## src/logic/button_postproc_consts.vh

```
// Purpose: constants for the button post-processing block
// Assumes: byte-wide register port, addresses as listed below
// Notes: per-channel fields packed low channel first
`ifndef BUTTON_POSTPROC_CONSTS_VH
`define BUTTON_POSTPROC_CONSTS_VH

`define ADDR_STATUS 8'h00
`define ADDR_INT_POL 8'h11
`define ADDR_LP_STEP 8'h13
`define ADDR_NP_STEP 8'h15
`define ADDR_PAUSE_MAX 8'h16
`define ADDR_THRESHOLD_HYSTERESIS 8'h18
`define ADDR_TWIST 8'h19
`define ADDR_COMMON_DEFORM 8'h1A
`define ADDR_SCALER 8'h1E
`define ADDR_FAST_TRACK_CH0 8'h25
`define ADDR_FTF12 8'h28
`define ADDR_FAST_TRACK_CH3 8'h2B

`define RST_THRESHOLD_HYSTERESIS 8'h20
`define RST_ZERO 8'h00

`define ST_ERROR_BIT 0
`define ST_READY_BIT 1
`define ST_PRESSED_BIT 2
`define ST_OUT_BIT 3

`define TWIST_EN_BIT 7
`define NOMINAL_THR 25'h0000080
`define NP_STEP_DEN 12'h048
`define LP_STEP_DEN 12'h009
`define CONT_STEP_NUM 12'h008

`endif

```

## src/logic/button_postproc.v

```verilog
// Purpose: per-channel button detection, baseline tracking, group filters, pins
// Assumes: i_scan_done pulses once at each sampling window end with counts valid
// Notes: register port addresses are bytes; reads return on the next edge
`timescale 1ns/100ps
`default_nettype none
`include "button_postproc_consts.vh"

module button_postproc (
    input wire i_mclk,
    input wire i_nrst,
    input wire i_scan_done,
    input wire [23:0] i_count_ch0,
    input wire [23:0] i_count_ch1,
    input wire [23:0] i_count_ch2,
    input wire [23:0] i_count_ch3,
    input wire i_power_mode_pin,
    input wire i_raw_mode,
    input wire i_continuous_sampling_bit,
    input wire i_error_event,
    input wire [7:0] i_reg_addr,
    input wire [7:0] i_reg_wdata,
    input wire i_reg_wr,
    input wire i_reg_rd,
    output reg [7:0] o_reg_rdata,
    output wire [3:0] o_channel_press_pin,
    output reg o_interrupt_pin
);

    reg [7:0] int_pol_reg;
    reg [7:0] lp_step_reg;
    reg [7:0] np_step_reg;
    reg [7:0] pause_max_reg;
    reg [7:0] threshold_hysteresis_reg;
    reg [7:0] twist_reg;
    reg [7:0] common_deform_reg;
    reg [7:0] scaler_reg;
    reg [7:0] fast_track_ch0_reg;
    reg [7:0] ftf12_reg;
    reg [7:0] fast_track_ch3_reg;
    reg err_flag_reg;
    reg ready_flag_reg;
    reg out_flag_reg;
    reg init_reg;
    reg [3:0] pressed_reg;
    reg [3:0] pressed_next;

    wire [95:0] counts;
    wire [7:0] ftf_all;
    wire low_power;
    wire [3:0] step_index;
    wire [11:0] step_den;
    wire [24:0] on_thr;
    wire [24:0] off_thr;
    wire [24:0] twist_thr;
    wire [3:0] is_neg;
    wire [3:0] over_on;
    wire [3:0] over_off;
    wire [24:0] sig_w [0:3];
    wire [24:0] eff_w [0:3];
    wire [99:0] sig_all;
    wire status_rd;
    wire any_pressed;
    wire int_active;

    assign counts = {i_count_ch3, i_count_ch2, i_count_ch1, i_count_ch0};
    assign ftf_all = {fast_track_ch3_reg[1:0], ftf12_reg[3:2], ftf12_reg[1:0], fast_track_ch0_reg[1:0]};
    assign low_power = ~i_power_mode_pin;
    assign step_index = low_power ? {1'b0, lp_step_reg[2:0]} : {1'b0, np_step_reg[2:0]};
    assign step_den = low_power ? `LP_STEP_DEN : `NP_STEP_DEN;
    assign on_thr = `NOMINAL_THR + {17'h00000, threshold_hysteresis_reg};
    assign off_thr = `NOMINAL_THR - {17'h00000, threshold_hysteresis_reg};
    assign twist_thr = 25'h0000000 - {18'h00000, twist_reg[6:0]};
    assign status_rd = i_reg_rd && (i_reg_addr == `ADDR_STATUS);

    genvar g;
    generate
        for (g = 0; g < 4; g = g + 1) begin : chan
            reg [23:0] baseline_reg;
            reg [11:0] acc_reg;
            wire [23:0] scaled;
            wire [24:0] sig;
            wire [23:0] mag;
            wire [11:0] base_step;
            wire [11:0] num;
            wire [11:0] total;
            wire [11:0] moves;
            wire [23:0] move;
            wire frozen;
            wire track;

            assign scaled = counts[g*24 +: 24] >> scaler_reg[g*2 +: 2];
            assign sig = {1'b0, scaled} - {1'b0, baseline_reg};
            assign sig_w[g] = sig;
            assign is_neg[g] = sig[24];
            assign mag = sig[24] ? (baseline_reg - scaled) : sig[23:0];
            assign base_step = i_continuous_sampling_bit && !low_power ? `CONT_STEP_NUM
                               : (12'h001 << step_index);
            assign num = !sig[24] ? base_step
                         : (ftf_all[g*2 +: 2] == 2'b00) ? base_step
                         : (ftf_all[g*2 +: 2] == 2'b01) ? (base_step << 2)
                         : (ftf_all[g*2 +: 2] == 2'b10) ? (base_step << 3)
                         : (base_step << 4);
            assign total = acc_reg + num;
            assign moves = total / step_den;
            assign move = ({12'h000, moves} > mag) ? mag : {12'h000, moves};
            assign frozen = pause_max_reg[g] && pressed_reg[g];
            assign track = !i_raw_mode && !frozen;

            assign over_on[g] = ($signed(eff_w[g]) >= $signed(on_thr));
            assign over_off[g] = ($signed(eff_w[g]) > $signed(off_thr));

            always @(posedge i_mclk or negedge i_nrst) begin
                if (!i_nrst) begin
                    baseline_reg <= 24'h000000;
                    acc_reg <= 12'h000;
                end else if (i_scan_done) begin
                    if (!init_reg) begin
                        baseline_reg <= scaled;
                        acc_reg <= 12'h000;
                    end else if (track) begin
                        acc_reg <= total - ((moves * step_den) & 12'hFFF);
                        if (sig[24]) begin
                            baseline_reg <= baseline_reg - move;
                        end else begin
                            baseline_reg <= baseline_reg + move;
                        end
                    end
                end
            end

            assign o_channel_press_pin[g] = pressed_reg[g];
        end
    endgenerate

    assign sig_all = {sig_w[3], sig_w[2], sig_w[1], sig_w[0]};

    // deform group: a member loses half of the strongest other member's rise
    // all signals come in as arguments so the assign wakes on any member's change
    function [24:0] deform_eff;
        input [1:0] ch;
        input [99:0] sigs;
        input [3:0] grp;
        integer k;
        reg [24:0] best;
        begin
            best = 25'h0000000;
            for (k = 0; k < 4; k = k + 1) begin
                if (k != ch && grp[k] && !sigs[k * 25 + 24] && sigs[k * 25 +: 25] > best) begin
                    best = sigs[k * 25 +: 25];
                end
            end
            deform_eff = sigs[ch * 25 +: 25] - {1'b0, best[24:1]};
        end
    endfunction

    generate
        for (g = 0; g < 4; g = g + 1) begin : eff
            assign eff_w[g] = common_deform_reg[4 + g] ? deform_eff(g, sig_all, common_deform_reg[7:4]) : sig_w[g];
        end
    endgenerate

    // group filters and hysteresis
    always @* begin : detect
        integer i;
        integer j;
        reg twist_block;
        reg [2:0] common_cnt;
        reg [3:0] cand;
        i = 0;
        j = 0;
        twist_block = 1'b0;
        common_cnt = 3'h0;
        cand = 4'h0;
        for (i = 0; i < 4; i = i + 1) begin
            if (twist_reg[`TWIST_EN_BIT] && is_neg[i] && $signed(sig_w[i]) < $signed(twist_thr)) begin
                twist_block = 1'b1;
            end
            if (common_deform_reg[i] && over_on[i]) begin
                common_cnt = common_cnt + 3'h1;
            end
        end
        for (i = 0; i < 4; i = i + 1) begin
            cand[i] = over_on[i] && !twist_block;
            if (common_deform_reg[i] && common_cnt > 3'h1) begin
                cand[i] = 1'b0;
            end
        end
        for (i = 0; i < 4; i = i + 1) begin
            if (pause_max_reg[4 + i]) begin
                for (j = 0; j < 4; j = j + 1) begin
                    if (j != i && pause_max_reg[4 + j] && (over_on[j] || pressed_reg[j])
                        && ($signed(eff_w[j]) > $signed(eff_w[i])
                        || ($signed(eff_w[j]) == $signed(eff_w[i]) && j < i))) begin
                        cand[i] = 1'b0;
                    end
                end
            end
        end
        for (i = 0; i < 4; i = i + 1) begin
            if (i_raw_mode || !init_reg) begin
                pressed_next[i] = 1'b0;
            end else if (pressed_reg[i]) begin
                pressed_next[i] = over_off[i];
            end else begin
                pressed_next[i] = cand[i];
            end
        end
    end

    assign any_pressed = |pressed_reg;
    assign int_active = any_pressed || err_flag_reg || (i_raw_mode && ready_flag_reg);

    always @(posedge i_mclk or negedge i_nrst) begin
        if (!i_nrst) begin
            pressed_reg <= 4'h0;
            init_reg <= 1'b0;
        end else if (i_scan_done) begin
            pressed_reg <= pressed_next;
            init_reg <= 1'b1;
        end
    end

    // sticky flags: a set in the clearing cycle wins
    always @(posedge i_mclk or negedge i_nrst) begin
        if (!i_nrst) begin
            err_flag_reg <= 1'b0;
            ready_flag_reg <= 1'b0;
            out_flag_reg <= 1'b0;
        end else begin
            if (i_error_event) begin
                err_flag_reg <= 1'b1;
            end else if (status_rd) begin
                err_flag_reg <= 1'b0;
            end
            if (i_scan_done) begin
                ready_flag_reg <= 1'b1;
            end else if (status_rd) begin
                ready_flag_reg <= 1'b0;
            end
            if (i_scan_done && (|pressed_next) && !any_pressed) begin
                out_flag_reg <= 1'b1;
            end else if (status_rd) begin
                out_flag_reg <= 1'b0;
            end
        end
    end

    always @(posedge i_mclk or negedge i_nrst) begin
        if (!i_nrst) begin
            o_interrupt_pin <= 1'b1;
        end else begin
            o_interrupt_pin <= int_pol_reg[0] ? int_active : !int_active;
        end
    end

    always @(posedge i_mclk or negedge i_nrst) begin
        if (!i_nrst) begin
            int_pol_reg <= `RST_ZERO;
            lp_step_reg <= `RST_ZERO;
            np_step_reg <= `RST_ZERO;
            pause_max_reg <= `RST_ZERO;
            threshold_hysteresis_reg <= `RST_THRESHOLD_HYSTERESIS;
            twist_reg <= `RST_ZERO;
            common_deform_reg <= `RST_ZERO;
            scaler_reg <= `RST_ZERO;
            fast_track_ch0_reg <= `RST_ZERO;
            ftf12_reg <= `RST_ZERO;
            fast_track_ch3_reg <= `RST_ZERO;
        end else if (i_reg_wr) begin
            case (i_reg_addr)
                `ADDR_INT_POL: int_pol_reg <= i_reg_wdata;
                `ADDR_LP_STEP: lp_step_reg <= i_reg_wdata;
                `ADDR_NP_STEP: np_step_reg <= i_reg_wdata;
                `ADDR_PAUSE_MAX: pause_max_reg <= i_reg_wdata;
                `ADDR_THRESHOLD_HYSTERESIS: threshold_hysteresis_reg <= i_reg_wdata;
                `ADDR_TWIST: twist_reg <= i_reg_wdata;
                `ADDR_COMMON_DEFORM: common_deform_reg <= i_reg_wdata;
                `ADDR_SCALER: scaler_reg <= i_reg_wdata;
                `ADDR_FAST_TRACK_CH0: fast_track_ch0_reg <= i_reg_wdata;
                `ADDR_FTF12: ftf12_reg <= i_reg_wdata;
                `ADDR_FAST_TRACK_CH3: fast_track_ch3_reg <= i_reg_wdata;
                default: ;
            endcase
        end
    end

    always @(posedge i_mclk or negedge i_nrst) begin
        if (!i_nrst) begin
            o_reg_rdata <= 8'h00;
        end else if (i_reg_rd) begin
            case (i_reg_addr)
                `ADDR_STATUS: o_reg_rdata <= {4'h0, out_flag_reg, any_pressed, ready_flag_reg, err_flag_reg};
                `ADDR_INT_POL: o_reg_rdata <= int_pol_reg;
                `ADDR_LP_STEP: o_reg_rdata <= lp_step_reg;
                `ADDR_NP_STEP: o_reg_rdata <= np_step_reg;
                `ADDR_PAUSE_MAX: o_reg_rdata <= pause_max_reg;
                `ADDR_THRESHOLD_HYSTERESIS: o_reg_rdata <= threshold_hysteresis_reg;
                `ADDR_TWIST: o_reg_rdata <= twist_reg;
                `ADDR_COMMON_DEFORM: o_reg_rdata <= common_deform_reg;
                `ADDR_SCALER: o_reg_rdata <= scaler_reg;
                `ADDR_FAST_TRACK_CH0: o_reg_rdata <= fast_track_ch0_reg;
                `ADDR_FTF12: o_reg_rdata <= ftf12_reg;
                `ADDR_FAST_TRACK_CH3: o_reg_rdata <= fast_track_ch3_reg;
                default: o_reg_rdata <= 8'h00;
            endcase
        end
    end

endmodule // button_postproc
`default_nettype wire

```

## config.mk

```make
export PLATFORM = sky130hd
export DESIGN_NAME = button_postproc
export DESIGN_NICKNAME = d
export VERILOG_FILES = /design/src/logic/button_postproc.v
export VERILOG_INCLUDE_DIRS = /design/src /design/src/logic
export SDC_FILE = /design/constraint.sdc
export NUM_CORES = 2
export LEC_CHECK = 0
export BUFFER_PORTS_ARGS = -buffer_cell sky130_fd_sc_hd__buf_2
export CAP_MARGIN = 30
export CORE_ASPECT_RATIO = 0.9
export CORE_MARGIN = 2
export CORE_UTILIZATION = 45
export CTS_CLUSTER_DIAMETER = 150
export DETAILED_ROUTE_END_ITERATION = 8
export GPL_TIMING_DRIVEN = 0
export PLACE_DENSITY = 0.64
export SYNTH_ARGS = -nofsm -noshare
export SYNTH_HDL_FRONTEND = slang
export SYNTH_SLANG_ARGS = --single-unit
```

## constraint.sdc

```tcl
create_clock -name i_mclk -period 25.2 [get_ports i_mclk]
set_input_delay 2.52 -clock i_mclk [delete_from_list [all_inputs] [get_ports i_mclk]]
set_output_delay 2.52 -clock i_mclk [all_outputs]
set_load 0.02 [all_outputs]
```

# After elaboration in Yosys (flattened, before gate mapping)

Cells that the tools add are included.

Input port bits: 121
Word-level logic and storage cells: 355
Flip-flop bits (word level): 249

Order comparisons: 38
Multiply operators: 4
Add/sub/neg operators: 34
Muxes and demuxes: 102
Reductions and logical operators: 113
Shift operators: 5
Equality and inequality tests: 29
Divide/modulo/power cells: 4

Operator list:

| cell                                                                   | number |
|---|---|
| 24-bit two-way mux                                                     | 20 |
| 25-bit > comparator                                                    | 19 |
| 25-bit two-way mux                                                     | 13 |
| 12-bit two-way mux                                                     | 25 |
| 24-bit subtractor                                                      | 8 |
| 25-bit equality test                                                   | 6 |
| 25-bit by 10-bit greater-or-equal comparator with 1-bit output         | 4 |
| 25-bit by 9-bit > comparator with 1-bit output                         | 4 |
| 25-bit by 8-bit < comparator with 1-bit output                         | 4 |
| 24-bit by 24-bit subtractor with 25-bit output                         | 4 |
| 25-bit by 24-bit subtractor with 25-bit output                         | 4 |
| 24-bit adder                                                           | 4 |
| 12-bit by 24-bit > comparator with 1-bit output                        | 4 |
| 8-bit case mux with 12 select lines                                    | 1 |
| 24-bit by 2-bit >> shifter with 24-bit output                          | 4 |
| 8-bit by 5-bit equality test with 1-bit output (second input constant) | 8 |
| 1-bit logical AND                                                      | 62 |
| 25-bit by 1-bit > comparator with 1-bit output (second input constant) | 2 |
| 12-bit adder                                                           | 4 |
| 12-bit by 12-bit divider with 12-bit output                            | 4 |
| 12-bit by 7-bit multiplier with 12-bit output                          | 4 |
| 12-bit subtractor                                                      | 4 |
| 1-bit two-way mux                                                      | 38 |
| 2-bit AND reduction                                                    | 15 |
| other kinds (18)                                                       | 64 |

# Depth between registers and ports, before layout

Word-level depth: 36
Gate-level depth with buffers: 129
Gate-level depth less buffers: 120

# Worst setup path before layout

Ideal clock, no wire load.

Path kind: input -> register
Start: in i_count_ch3[3]
End: reg chan[3].baseline_reg[23]
Required time: 25076 ps
Data arrival time: 25640 ps
Stages: 120
Slack: -564 ps
Cells stage by stage: mux2_2 > a21oi_1 > ha_1 > inv_1 > fa_1 > a211oi_1 > o21bai_1 > or4_1 > a31oi_2 > a21boi_2 > inv_2 > buf_2 > buf_1 > clkbuf_1 > buf_1 > a31oi_1 > o22ai_1 > ha_1 > [... 84 more ...] > nand2b_1 > and2_1 > o21ai_0 > nand2b_1 > and2_1 > o21ai_0 > nand2b_1 > a21oi_1 > o21bai_1 > a21oi_1 > o21bai_1 > a21o_1 > a21oi_1 > nand3_1 > a21o_1 > o211ai_1 > mux2i_1 > a211o_1

Word-level cells in the longest chain between the ends: 11
Elaborated cells between the ends (all ways): 14

RTL lines:

| what                                              | RTL line                                     | RTL |
|---|---|---|
| start: declaration                                | button_postproc.v:15                         | `input wire [23:0] i_count_ch3,` |
| 24-bit by 2-bit >> shifter with 24-bit output *   | button_postproc.v:91                         | `assign scaled = counts[g*24 +: 24] >> scaler_reg[g*2 +: 2];` |
| 24-bit by 24-bit subtractor with 25-bit output    | button_postproc.v:92                         | `assign sig = {1'b0, scaled} - {1'b0, baseline_reg};` |
| 12-bit two-way mux                                | button_postproc.v:98                         | `assign num = !sig[24] ? base_step` |
| 12-bit adder                                      | button_postproc.v:103                        | `assign total = acc_reg + num;` |
| 12-bit by 12-bit divider with 12-bit output       | button_postproc.v:104                        | `assign moves = total / step_den;` |
| 12-bit by 24-bit > comparator with 1-bit output   | button_postproc.v:105                        | `assign move = ({12'h000, moves} > mag) ? mag : {12'h000, moves};` |
| 24-bit two-way mux                                | button_postproc.v:105                        |  |
| 24-bit adder or 24-bit subtractor (tied branches) | button_postproc.v:125, button_postproc.v:123 |  |
| 24-bit two-way mux                                | button_postproc.v:122                        | `if (sig[24]) begin` |
| 24-bit two-way mux                                | button_postproc.v:120                        | `end else if (track) begin` |
| 24-bit two-way mux *                              | button_postproc.v:117                        | `if (!init_reg) begin` |
| end signal: assignment                            | button_postproc.v:118                        | `baseline_reg <= scaled;` |
| end signal: assignment                            | button_postproc.v:123                        | `baseline_reg <= baseline_reg - move;` |
| end signal: assignment                            | button_postproc.v:125                        | `baseline_reg <= baseline_reg + move;` |
| end: declaration                                  | button_postproc.v:78                         | `reg [23:0] baseline_reg;` |

Mark *: on every way between the ends. The rest lies on a longest branch, timed or not. The select of a mux whose other input is x is not followed.
A chain may end at the register's enable or synchronous reset.

# Worst setup path after layout

Same ends and word-level chain as after synthesis.

==> flow_summary.toml <==
[detailed_routing]
drc = 0
drt-total-wl_mm = 274
dr.pass1.iters = 8
via_count = 70500
viasPerCell = 6.32
wl_per_cell_um = 24.5
drtIter0Drc = 7444
ant_nets = 0

[setup_path]
cp.arrival_ns = 24.79
critPathKind = "in2reg"
required_ns = 25.66
critPathMaxFanout = 10
critPathMaxStageDelay_ns = 0.53
cp_common_cell = "o21ai_1"
critical_path.slowest_cell = "or4_4"
cp-end-kind = "flip-flop"
crit_path_start_kind = "input port"

[final_layout]
nNetsFinal = 10500
area_growth_pct = 13.9
instances_no_fill = 11200
largest_register_ffs = 96
final_cell_mix = "ha_1, inv_1, a21oi_1"
final_layout_size_suffix_gt1_share_pct = 13.5
fill_cells = 14200
final_common_cell = "ha_1"

[clock_network]
cts_hold_buffers = 0
cts-root-buf = "clkbuf_16"
clk_pin_slew_ns = 0.06
htreeDepth = 2
cts_buffer_depth = 3
cts_buffers = 35
cts_tree = "built"
cts_sinks = 249
clkLatencyLatePin_ns = 0.59

[synthesis]
async_reset_ff_share_pct = 100
synth_area_um2 = 66400
ys_warn_count = 0
syn_area_per_cell_um2 = 7.60
synth-seq-cells = 249
synth_cells = 8737
synth_edf_count = 0
synthTopCellsByArea = "ha_1, dfrtp_1, a21oi_1"
synth_cell_types = 129
yosys_most_used_dff = "dfrtp_1"
yosysTopAreaCell = "ha_1"
synth_top_area_share_pct = 22.3
yosysSeqAreaShare_pct = 9.38

[grt]
antenna_found_initial = 14
grt_max_degree = 100
grt_usage_pct = 34.6
gr-total-overflow = 0
grt_pass1_wl_mm = 406
grt_pass1_vias = 65900

[placed_design]
port_buffers = 130
dp.cells = 11000
routabilityCongestion = 1.05
dp_hpwl_mm = 225

[die]
die_y_um = 369
core_area_um2 = 146000
dieArea_um2 = 151000
rows = 133
die_w_um = 409
start_util_pct = 45.4
boundaryPins = 134

[sta]
worstMarginPinSlew_ns = 1.12
slew_violations = 0
finalHoldViolations = 0
setup_violations = 0
post-route-period-util_pct = 96.6
max_freq_ghz = 0.0411
hold_ws_ns = 0.497
fin_worst_skew_ns = 0.0242
period_minus_slack_ns = 24.33
maxSlewHeadroom_pct = 24.9

[job]
max_cap_viol_count = 0

[status]
outcome = "completed"

[min_path]
hold_path.class = "reg2reg"
[per-layer routing]
metal / up-vias / GRT usage (%) / routed length, µm
met3: 625 / 5.52 / 23600
li1: 32900 / - / -
met4: 10 / 15.4 / 14000
met1: 33900 / 48.0 / 121000
met5: - / 0 / 63
met2: 3146 / 52.8 / 115000
[kinds of logic after synthesis]
logic type | share of synthesized area (%)
buf+inv | 6.73
mux | 7.55
simple gates | 17.9
other cells | 0.00564
compound gates | 28.0
xor+xnor | 6.06
fa+ha+maj | 24.4
flops | 9.38
[cell usage after synthesis (27+ instances only)]
cell	count
o211ai_1	49
clkbuf_1	246
o31a_1	34
nand2b_1	161
ha_1	1182
buf_1	36
nand3_1	153
nor2b_1	174
mux4_2	59
fa_1	72
nor3_1	142
nor2_1	594
or4_1	34
o22ai_1	27
nor4_1	50
a21oi_1	753
nand2_1	596
o21ai_0	628
a31oi_1	77
or2_2	46
or3_1	57
xnor2_1	316
a21boi_0	50
inv_1	831
dfrtp_1	247
o21a_1	94
a221oi_1	32
a2111oi_0	29
nand4_1	133
o41ai_1	30
mux2i_1	203
a211oi_1	110
and2_1	74
xor2_1	144
and3_1	50
o21bai_1	110
o31ai_1	73
mux2_2	145
a21o_1	333
a22o_1	36
[repair_timing]
item / CTS / global route
endpoints found under the setup margin: 106 / 49
pin swaps: 40 / 131
setup buffers: 59 / 105
gates resized for setup: 262 / 352
gates cloned: 1 / 1
[per-stage QoR]
| step | cell area (µm²) | utilization (%) | setup TNS, ns | setup WS, ns |
|---|---|---|---|---|
| final | 75700 | 51.8 | 0 | 0.868 |
| after global placement | 69600 | 47.6 | -444.56 | -8.87 |
| after floorplan | 66500 | - | 0 | 0.109 |
| after global routing | 75700 | 51.7 | -0.520 | -0.189 |
| after CTS | 73600 | 50.3 | -0.0702 | -0.0702 |
| after detailed placement | 71000 | 48.5 | -328.07 | -7.84 |
[final cells by class]
| type | instances | area (µm²) | area share [%] |
|---|---|---|---|
| Clock inverter | 24 | 337 | 0.445 |
| Antenna cell | 5 | 12.5 | 0.0165 |
| Multi-Input combinational cell | 7333 | 57900 | 76.5 |
| Clock buffer | 40 | 916 | 1.21 |
| Buffer | 287 | 1520 | 2.00 |
| Inverter | 845 | 3200 | 4.23 |
| Sequential cell | 249 | 6230 | 8.23 |
| Tap cell | 1957 | 2450 | 3.23 |
| Timing Repair Buffer | 418 | 3150 | 4.16 |
[path summary, 6_finish.rpt]
check / startpoint / end / slack (ns) / cells after the start
worst max-delay path: i_count_ch3[3] / chan[3].baseline_reg[23] / 0.87 / 121
worst min-delay path: chan[1].acc_reg[2] / chan[1].acc_reg[2] / 0.50 / 2
worst max register to register: scaler_reg[6] / chan[3].baseline_reg[23] / 1.21 / 123
worst min register to register: chan[1].acc_reg[2] / chan[1].acc_reg[2] / 0.50 / 2
max in group asynchronous: i_nrst / chan[1].baseline_reg[3] / 21.86 / 3
min in group asynchronous: i_nrst / chan[3].baseline_reg[11] / 1.86 / 1
[critical path: cells and delay by family]
kind / cells / cell delay, ns
compound gates: 56 / 9.91
simple gates: 32 / 5.64
fa+ha+maj: 12 / 3.20
buf+inv: 13 / 1.76
xor+xnor: 5 / 0.88
mux: 3 / 0.82
Power is left out: the tool's default activity adds up to more than one toggle a clock period on the data nets, which glitch-free logic cannot reach.
